<file path="src/shared/pcft_pkg.sv">
// constants for the power-condition feature toggle
package pcft_pkg;
  localparam logic [7:0] SET_FEATURES_OPCODE = 8'hEF;
  localparam logic [7:0] POWER_COND_FEATURE = 8'h4A;
  localparam logic [3:0] SUB_ENABLE = 4'h4;
  localparam logic [3:0] SUB_DISABLE = 4'h5;
  localparam int SUB_LSB = 0;
  localparam int SUB_MSB = 3;
  localparam int IDENT_WORD = 120;
  localparam int IDENT_BIT = 7;
  // error flag positions
  localparam int ERR_ABORT_POS = 2;
  // status flag positions
  localparam int ST_BUSY_POS = 7;
  localparam int ST_READY_POS = 6;
  localparam int ST_FAULT_POS = 5;
  localparam int ST_SEEK_POS = 4;
  localparam int ST_CORR_POS = 2;
  localparam int ST_ERR_POS = 0;
  localparam logic [7:0] ERR_RESET = 8'h00;
  localparam logic [7:0] STATUS_RESET = 8'h50;
  localparam logic [15:0] TIMER_RESET = 16'h0000;
  localparam logic [7:0] COUNT_RESET = 8'h00;
  // base time unit of the timer: 100 ms at 50 MHz
  localparam int CLOCK_MHZ = 50;
  localparam int TIMER_UNIT_MS = 100;
  localparam int TIMER_UNIT_CYCLES = TIMER_UNIT_MS * 1000 * CLOCK_MHZ;
endpackage

</file>
<file path="src/hdl/pcft_toggle.sv">
// power-condition feature enable/disable command logic
`timescale 1ns/1ps
// Operation
// - sector number low nibble 4h selects enable; upper bits reserved
// - sector number low nibble 5h selects disable
// - successful enable turns the power-condition feature set on
// - successful enable sets identify word 120 bit 7
// - successful enable turns advanced power management off
// - saved timer zero: default setting loads into current setting
// - saved timer nonzero: saved setting loads into current setting
// - timer starts only if current setting nonzero and timer enabled
// - enabled state survives every reset via nonvolatile store
// - enable aborted when feature set unsupported
// - successful disable stops every running power-condition timer
// - successful disable turns the feature set off
// - successful disable clears identify word 120 bit 7
// - disabled state survives every reset via nonvolatile store
// - disable aborted while disabling or when unsupported
module pcft_toggle #(
  parameter int TIMER_W = 16,
  parameter int UNIT_CYCLES = pcft_pkg::TIMER_UNIT_CYCLES
) (
  input wire logic clock,
  input wire logic rst,
  input wire logic cmd_valid,
  input wire logic [7:0] cmd_opcode,
  input wire logic [7:0] cmd_feature,
  input wire logic [7:0] cmd_sector_number,
  input wire logic feature_supported,
  input wire logic disabling,
  input wire logic nv_enabled,
  input wire logic [TIMER_W-1:0] saved_timer,
  input wire logic [TIMER_W-1:0] default_timer,
  input wire logic current_timer_enabled,
  output logic nv_write,
  output logic nv_write_value,
  output logic extended_power_conditions_on,
  output logic advanced_power_management_off,
  output logic identify_w120_bit7,
  output logic [TIMER_W-1:0] current_timer,
  output logic timer_running,
  output logic timer_expired,
  output logic cmd_done,
  output logic [7:0] command_error_flags,
  output logic [7:0] command_status_flags
);

  ////////////////////////////////////////////////////////////////////////
  // subcommand match, used for both subcommands

  function automatic logic sub_match(
    input logic [7:0] sector_number,
    input logic [3:0] code
  );
    sub_match = sector_number[pcft_pkg::SUB_MSB:pcft_pkg::SUB_LSB] == code;
  endfunction

  ////////////////////////////////////////////////////////////////////////
  // decode

  logic is_ours;
  logic [3:0] sub;
  logic do_enable;
  logic do_disable;
  logic reject;
  logic accept_enable;
  logic accept_disable;

  always_comb begin
    is_ours = cmd_valid && cmd_opcode == pcft_pkg::SET_FEATURES_OPCODE
      && cmd_feature == pcft_pkg::POWER_COND_FEATURE;
    sub = cmd_sector_number[pcft_pkg::SUB_MSB:pcft_pkg::SUB_LSB];
    do_enable = is_ours
      && sub_match(cmd_sector_number, pcft_pkg::SUB_ENABLE);
    do_disable = is_ours
      && sub_match(cmd_sector_number, pcft_pkg::SUB_DISABLE);
    reject = (do_enable && !feature_supported)
      || (do_disable && (!feature_supported || disabling));
    accept_enable = do_enable && !reject;
    accept_disable = do_disable && !reject;
  end

  ////////////////////////////////////////////////////////////////////////
  // feature state, reloaded from the nonvolatile copy at reset

  logic feature_on_r;
  logic apm_off_r;

  always_ff @(posedge clock) begin
    if (rst) begin
      feature_on_r <= nv_enabled;
    end else if (accept_enable) begin
      feature_on_r <= 1'b1;
    end else if (accept_disable) begin
      feature_on_r <= 1'b0;
    end
  end

  always_ff @(posedge clock) begin
    if (rst) begin
      apm_off_r <= nv_enabled;
    end else if (accept_enable) begin
      apm_off_r <= 1'b1;
    end
  end

  always_ff @(posedge clock) begin
    if (rst) begin
      nv_write <= 1'b0;
      nv_write_value <= 1'b0;
    end else begin
      nv_write <= accept_enable || accept_disable;
      nv_write_value <= accept_enable;
    end
  end

  assign extended_power_conditions_on = feature_on_r;
  assign advanced_power_management_off = apm_off_r;
  assign identify_w120_bit7 = feature_on_r;

  ////////////////////////////////////////////////////////////////////////
  // current timer setting and timer

  logic [TIMER_W-1:0] current_r;
  logic running_r;
  logic [TIMER_W-1:0] units_r;
  logic [31:0] tick_r;
  logic [TIMER_W-1:0] load_value;
  logic expired_r;

  assign load_value = (saved_timer == '0) ? default_timer
    : saved_timer;

  always_ff @(posedge clock) begin
    if (rst) begin
      current_r <= TIMER_W'(pcft_pkg::TIMER_RESET);
    end else if (accept_enable) begin
      current_r <= load_value;
    end
  end

  always_ff @(posedge clock) begin
    if (rst) begin
      running_r <= 1'b0;
      units_r <= '0;
      tick_r <= '0;
      expired_r <= 1'b0;
    end else begin
      expired_r <= 1'b0;
      if (accept_disable) begin
        running_r <= 1'b0;
      end else if (accept_enable) begin
        running_r <= load_value != '0 && current_timer_enabled;
        units_r <= load_value;
        tick_r <= '0;
      end else if (running_r) begin
        if (tick_r == 32'(UNIT_CYCLES - 1)) begin
          tick_r <= '0;
          if (units_r <= TIMER_W'(1)) begin
            running_r <= 1'b0;
            expired_r <= 1'b1;
          end else begin
            units_r <= units_r - TIMER_W'(1);
          end
        end else begin
          tick_r <= tick_r + 32'd1;
        end
      end
    end
  end

  assign current_timer = current_r;
  assign timer_running = running_r;
  assign timer_expired = expired_r;

  ////////////////////////////////////////////////////////////////////////
  // completion registers

  always_ff @(posedge clock) begin
    if (rst) begin
      cmd_done <= 1'b0;
      command_error_flags <= pcft_pkg::ERR_RESET;
      command_status_flags <= pcft_pkg::STATUS_RESET;
    end else begin
      cmd_done <= do_enable || do_disable;
      if (do_enable || do_disable) begin
        command_error_flags <= pcft_pkg::ERR_RESET;
        command_error_flags[pcft_pkg::ERR_ABORT_POS] <= reject;
        command_status_flags <= pcft_pkg::STATUS_RESET;
        command_status_flags[pcft_pkg::ST_ERR_POS] <= reject;
      end
    end
  end

endmodule // pcft_toggle

</file>
<file path="config.mk">
export PLATFORM = sky130hd
export DESIGN_NAME = pcft_toggle
export DESIGN_NICKNAME = d
export VERILOG_FILES = /design/src/shared/pcft_pkg.sv /design/src/hdl/pcft_toggle.sv
export SDC_FILE = /design/constraint.sdc
export NUM_CORES = 1
export LEC_CHECK = 0
export ABC_AREA = 1
export BUFFER_PORTS_ARGS = -buffer_cell sky130_fd_sc_hd__buf_2
export CAP_MARGIN = 20
export CORE_MARGIN = 10
export CORE_UTILIZATION = 45
export CTS_CLUSTER_SIZE = 40
export DETAILED_ROUTE_END_ITERATION = 8
export PLACE_DENSITY = 0.75
export RECOVER_POWER = 100
export SKIP_LAST_GASP = 1
export SLEW_MARGIN = 20
export SYNTH_ARGS = -nofsm -noshare
export SYNTH_HDL_FRONTEND = slang
export SYNTH_SLANG_ARGS = --single-unit
</file>
<file path="constraint.sdc">
create_clock -name clock -period 1.9 [get_ports clock]
set_clock_uncertainty 0.05 [all_clocks]
set_input_delay 0.57 -clock clock [delete_from_list [all_inputs] [get_ports clock]]
set_output_delay 0.57 -clock clock [all_outputs]
set_load 0.01 [all_outputs]
</file>
======== Yosys cells after proc, flatten, opt, wreduce, memory -nomap -nowiden ========
Cells that the tools add are included.
operators by class
  add/subtract/negate cells ............... 2
  magnitude comparators ................... 1
  equality and inequality tests ........... 6
  muxes and demuxes ....................... 18
  bitwise operators ....................... 3
  reductions and logical operators ........ 25
operators with widths
  cell                                                    count
  2-to-1 mux 32 bit                                       3
  2-to-1 mux 16 bit                                       5
  adder 32 x 1 -> 32 bit (second input constant)          1
  equality test 32 x 23 -> 1 bit (second input constant)  1
  <= comparator 16 x 1 -> 1 bit (second input constant)   1
  zero test 16 bit                                        1
  nonzero test 16 bit                                     1
  subtractor 16 x 1 -> 16 bit (second input constant)     1
  2-to-1 mux 1 bit                                        10
  logical AND 1 bit                                       9
  equality test 4 x 3 -> 1 bit (second input constant)    2
  equality test 8 x 7 -> 1 bit (second input constant)    1
  equality test 8 bit (second input constant)             1
  nonzero test 2 bit                                      3
  OR reduction 5 bit                                      1
  logical OR 1 bit                                        4
  AND reduction 4 bit                                     1
  NOT 1 bit                                               3
  nonzero test 3 bit                                      1
  zero test 1 bit                                         2
  != test 2 bit (second input constant)                   1
  AND reduction 2 bit                                     1
  OR reduction 2 bit                                      1
storage, ports and cells
  flip-flop bits (word level) ............. 72
  bits of input ports ..................... 63

======== Logic depth before layout (Yosys ltp) ========
  depth in word-level cells ............... 11
  depth in mapped cells ................... 14
  mapped depth without buffers ............ 13

======== Worst setup path before layout ========
No wires, ideal clock.
  path type ............................... input to register
  start point ............................. in cmd_feature[7]
  end point ............................... reg apm_off_r, in the netlist advanced_power_management_off, enable pin
  library setup time ...................... 292 ps
  arrival ................................. 1,636 ps
  setup slack ............................. -77 ps
  stages on the path ...................... 9
  buffers on the path ..................... 2
  path through ............................ inv_1 > nand2_1 > nor2_1 > nand2_1 > nor3_4 > nand3_4 > buf_6 > buf_2 > nand2_1
on the way
  word-level cells in the longest chain between the ends .. 8
ends and longest elaborated chain
  element                                      RTL line                              source
  from (decl)                                  pcft_toggle.sv:27                     input wire logic [7:0] cmd_feature,
  equality test 8 x 7 -> 1 bit *               pcft_toggle.sv:71                     && cmd_feature == pcft_pkg::POWER_COND_FEATURE;
  logical AND 1 bit *                          pcft_toggle.sv:71
  logical AND 1 bit, on equally long branches  pcft_toggle.sv:74, pcft_toggle.sv:76
  logical AND 1 bit, on equally long branches  pcft_toggle.sv:77, pcft_toggle.sv:78
  logical OR 1 bit                             pcft_toggle.sv:78                     || (do_disable && (!feature_supported || disabling));
  zero test 1 bit                              pcft_toggle.sv:79                     accept_enable = do_enable && !reject;
  logical AND 1 bit *                          pcft_toggle.sv:79
  nonzero test 2 bit (no source line) *        n/a
  to (signal assigned)                         pcft_toggle.sv:101                    apm_off_r <= nv_enabled;
  to (decl)                                    pcft_toggle.sv:87                     logic apm_off_r;
Every way passes the cells marked *; elsewhere a longest branch is shown, timed or not.
A chain may end at the register's enable or synchronous reset.

======== Worst setup path after layout ========
  start point ............................. in cmd_opcode[4]
  end point ............................... reg tick_r[17]
on the way
  word-level cells in the longest chain between the ends .. 10
ends and longest elaborated chain
  element                                                                  RTL line                              source
  from (decl)                                                              pcft_toggle.sv:26                     input wire logic [7:0] cmd_opcode,
  equality test 8 bit *                                                    pcft_toggle.sv:70                     is_ours = cmd_valid && cmd_opcode == pcft_pkg::SET_FEATURES_OPCODE
  logical AND 1 bit *                                                      pcft_toggle.sv:70
  logical AND 1 bit *                                                      pcft_toggle.sv:71
  logical AND 1 bit, on equally long branches                              pcft_toggle.sv:74, pcft_toggle.sv:76
  logical AND 1 bit, on equally long branches                              pcft_toggle.sv:77, pcft_toggle.sv:78
  logical OR 1 bit                                                         pcft_toggle.sv:78
  zero test 1 bit                                                          pcft_toggle.sv:79, pcft_toggle.sv:80
  logical AND 1 bit, on equally long branches                              pcft_toggle.sv:79, pcft_toggle.sv:80
  nonzero test 2 bit (no source line) / NOT 1 bit (equally long branches)  n/a
  AND reduction 2 bit (no source line)                                     n/a
  to (signal assigned)                                                     pcft_toggle.sv:166                    tick_r <= tick_r + 32'd1;
  to (decl)                                                                pcft_toggle.sv:127                    logic [31:0] tick_r;
Marks and branches as above.

==> implementation parameters <==
Parameter                              Value

Floorplan
  Num ports ... 103
  Vertical die dimension ... 128.5 µm
  Die area ... 16520 µm²
  Cell Rows ... 39
  Die extent in x ... 128.5 µm
  Placeable Area ... 11470 µm²
  Initial core utilization ... 46.21%

Yosys
  Netlist area before placement ... 5299 µm²
  Sequential fraction of the synthesis area ... 27.58%
  Synthesis-stage register bit count ... 72
  Distinct cell type count after synthesis ... 31
  Ys Warns ... 0
  Synthesized area divided by synthesized cell count ... 5.823 µm²
  Number of instances in the synthesized netlist ... 910

Clock network
  Clock slew seen by the registers of the worst setup and hold paths ... 60 ps
  CTS tree ... built
  Hold buffer count at CTS ... 0
  Clock sink total ... 72
  Clock insertion delay at the later pin of the skew report ... 340 ps
  Maximum buffer depth of the clock tree ... 2
  Number of levels in the clock H-tree ... 3
  Total CTS buffers ... 9
  Clock root buffer master ... clkbuf_16

Worst setup path
  Timing startpoint of the critical path ... cmd_opcode[4]
  Critical Path End ... tick_r[17]
  Data arrival at the endpoint of the critical path ... 1960 ps
  Path type of the worst setup path ... in -> reg
  Worst EP required ... 2050 ps
  Setup slack on the worst flop-to-flop path ... 130 ps
  Critical Path End Type ... flop
  Largest driver fanout on the critical path ... 16
  CP Launch Type ... input port
  Worst Reg2Reg Path Length in Cells ... 11
  Worst reg2reg path endpoint ... tick_r[11]
  Worst reg2reg startpoint ... tick_r[0]

Timing
  Slew Limit Headroom ... 63.21%
  Setup_tns ... 0 ps
  Unrepaired setup endpoints after global routing ... true
  Upper clock frequency limit ... 551.7 MHz
  Actual slew at the worst max-slew pin ... 551.8 ps
  Final critical path time including I/O delays and setup ... 1813 ps
  Slew Viols, Final ... 0
  Hold Fails Final Rpt ... 0
  Crit share post-route ... 95.40%
  Final setup violation count ... 0

Route
  Via-to-Cell Ratio ... 5.084
  Drc violations ... 0
  1st-pass router iterations ... 5
  Detailed-route wire length ... 15.96 mm
  Number of DRC markers in iteration 0 ... 514
  Routed via count ... 6004
  Antenna Nets Post-Route ... 0
  Average wire length per cell after detail routing ... 13.51 µm

Place
  Final estimated routing congestion in global placement ... 0.9593
  # port buffers ... 84
  Placed wire-length estimate ... 11.94 mm

Cells and area
  Area growth syn-to-layout ... 24.46%
  Post-layout nets ... 1099
  Share of the core filled with cells in the final layout ... 57.51%
  Number of fill cells ... 1150
  Fraction of final layout cells with drive strength greater than 1 ... 17.24%
  Total inserted antenna cells ... 0

Power and ir drop
  Highest ir drop seen on vdd ... 0.7296 mV
  Sw Share ... 22.67%
  Proportion of power drawn by combinational gates ... 6.1%
  Proportion of power drawn by flip-flops and latches ... 41.4%
  Power density relative to cell area ... 557.7 nW/µm²
  Leakage power total ... 3.189 nW
  Internal cell power ... 2.844 mW
  Net switching power ... 833.6 µW
  Portion of total power attributed to the clock network ... 52.5%

GRT
  Maximum number of pins on one net before global-route repair ... 48
  Gr ovfl total ... 0
  GR Util All Layers ... 19.08%
  Vias in the first global route ... 5769
  Initial antenna violation count ... 0
  First-pass GRT wire length ... 26.56 mm

Hold path
  Type of the tightest min-delay check ... reg -> reg

Job
  Max Cap Viol ... 0

Outcome
  Result of the run ... complete, no violations
[flip-flops by register name, summed over array words and instances (netlist names)]
signal / cells
advanced_power_management_off: 1
extended_power_conditions_on: 1
timer_running: 1
nv_write: 1
cmd_done: 1
tick_r: 32
timer_expired: 1
nv_write_value: 1
current_timer: 16
command_error_flags: 1
units_r: 16
[kinds of logic (layout without fill, tap and decap cells)]
family / after synthesis / count (layout) / synth area share, %
AND/OR/NAND/NOR: 579 / 579 / 46.73
AO/OA/AOI/OAI: 69 / 69 / 7.202
adder cells (fa/ha/maj): 3 / 3 / 0.7085
buffers and inverters: 163 / 279 / 14.00
flip-flops: 72 / 72 / 27.58
other: 2 / 14 / 0.1417
XOR/XNOR: 22 / 22 / 3.636
[cell usage after synthesis]
library cell	count	area, µm²
nand3b_1	1	7.510
nand2_2	4	25.02
nand4_1	38	237.7
nand2_1	260	975.9
nor3_1	12	60.06
o21ai_1	12	60.06
a21oi_1	37	185.2
nand3_1	90	450.4
nor3b_2	1	12.51
a31oi_1	1	6.260
nor2_1	166	623.1
dfxtp_1	70	1401
a21o_1	2	15.01
clkbuf_1	11	41.29
edfxtp_1	2	60.06
o21ai_0	5	25.02
buf_4	17	127.6
nor2_2	2	12.51
nand2_4	1	11.26
inv_1	108	405.4
inv_2	3	11.26
nand3_4	1	17.52
o31ai_1	12	90.09
conb_1	2	7.510
buf_1	1	3.750
nand3_2	1	10.01
buf_6	6	67.56
ha_1	3	37.54
nor3_4	2	32.53
buf_2	17	85.08
xor2_1	22	192.7
[worst min-delay path by stage]
stage | end | cells after the start | from | slack [ps]
final | current_timer[15] | 2 | current_timer[15] | 410
after global routing | current_timer[12] | 2 | current_timer[12] | 450
after detailed placement | current_timer[15] | 2 | current_timer[15] | 400
after floorplan | tick_r[1] | 2 | tick_r[1] | 420
after global placement | current_timer[13] | 2 | current_timer[13] | 400
after CTS | current_timer[15] | 2 | current_timer[15] | 410
[metal layers]
| layer | routed length (µm) | GRT usage (%) | up-vias |
|---|---|---|---|
| met5 | 0 | 0 | - |
| met4 | 385 | 6.287 | 0 |
| met3 | 829 | 4.928 | 36 |
| met2 | 7766 | 33.17 | 170 |
| met1 | 6975 | 22.33 | 2695 |
| li1 | - | - | 3103 |
[layout make-up]
type                       count  area [µm²]  share of cell area [%]
clock buffer                  11       254.0                   3.851
clock inverter                 5       85.08                   1.290
inverter                     111       424.2                   6.431
multi-input combinational    687        3208                   48.64
sequential                    72        1463                   22.18
tap                          143       178.9                   2.713
timing repair buffer         152       982.2                   14.89
[stage by stage]
stage	setup WS, ps	instance area (µm²)	power, mW	std cells	hold WS (ps)
3_3_place_gp	-264.6	6188	1.775	1163	401.3
2_1_floorplan	-54.35	5363	1.686	922	420.2
3_5_place_dp	-281.9	6188	1.778	1163	402.2
4_1_cts	36.00	6528	3.696	1179	411.7
5_1_grt	-32.59	6595	3.809	1181	454.4
6_report	87.33	6595	3.678	1181	413.3
[critical path: stages]
cell and delay [ps]:
buf_2 130, inv_8 40, nand2_2 40, nor2_1 90, nand3_1 150, nor3_4 260
nand3_4 190, nand2_2 140, nand2_4 70, buf_12 150, nand2_1 60, a21oi_1 60
[what timing repair did]
item	in CTS	in global routing
buffers inserted	0	1
gates resized for setup	0	23
setup endpoints to repair	0	52
endpoints found under the hold margin	0	0
[placed cells by master (no fill, tap or decap), drive strengths merged, types with 3 or more instances in the layout]
cell    instances
clkbuf         38
nor2          168
nand3          92
xor2           22
nand2         265
ha              3
conb           14
nor3           14
nand4          38
inv           112
a21oi          37
o31ai          12
buf           125
dfxtp          70
o21ai          17
[power groups by stage]
stage / clock network (mW) / registers, mW / logic, mW
6_report: 1.93 / 1.52 / 0.225
5_1_grt: 2.04 / 1.52 / 0.252
4_1_cts: 1.95 / 1.52 / 0.224
3_5_place_dp: 0 / 1.55 / 0.223
3_3_place_gp: 0 / 1.56 / 0.220
2_1_floorplan: 0 / 1.56 / 0.130
No activity file was read; power rests on OpenSTA's default activity.
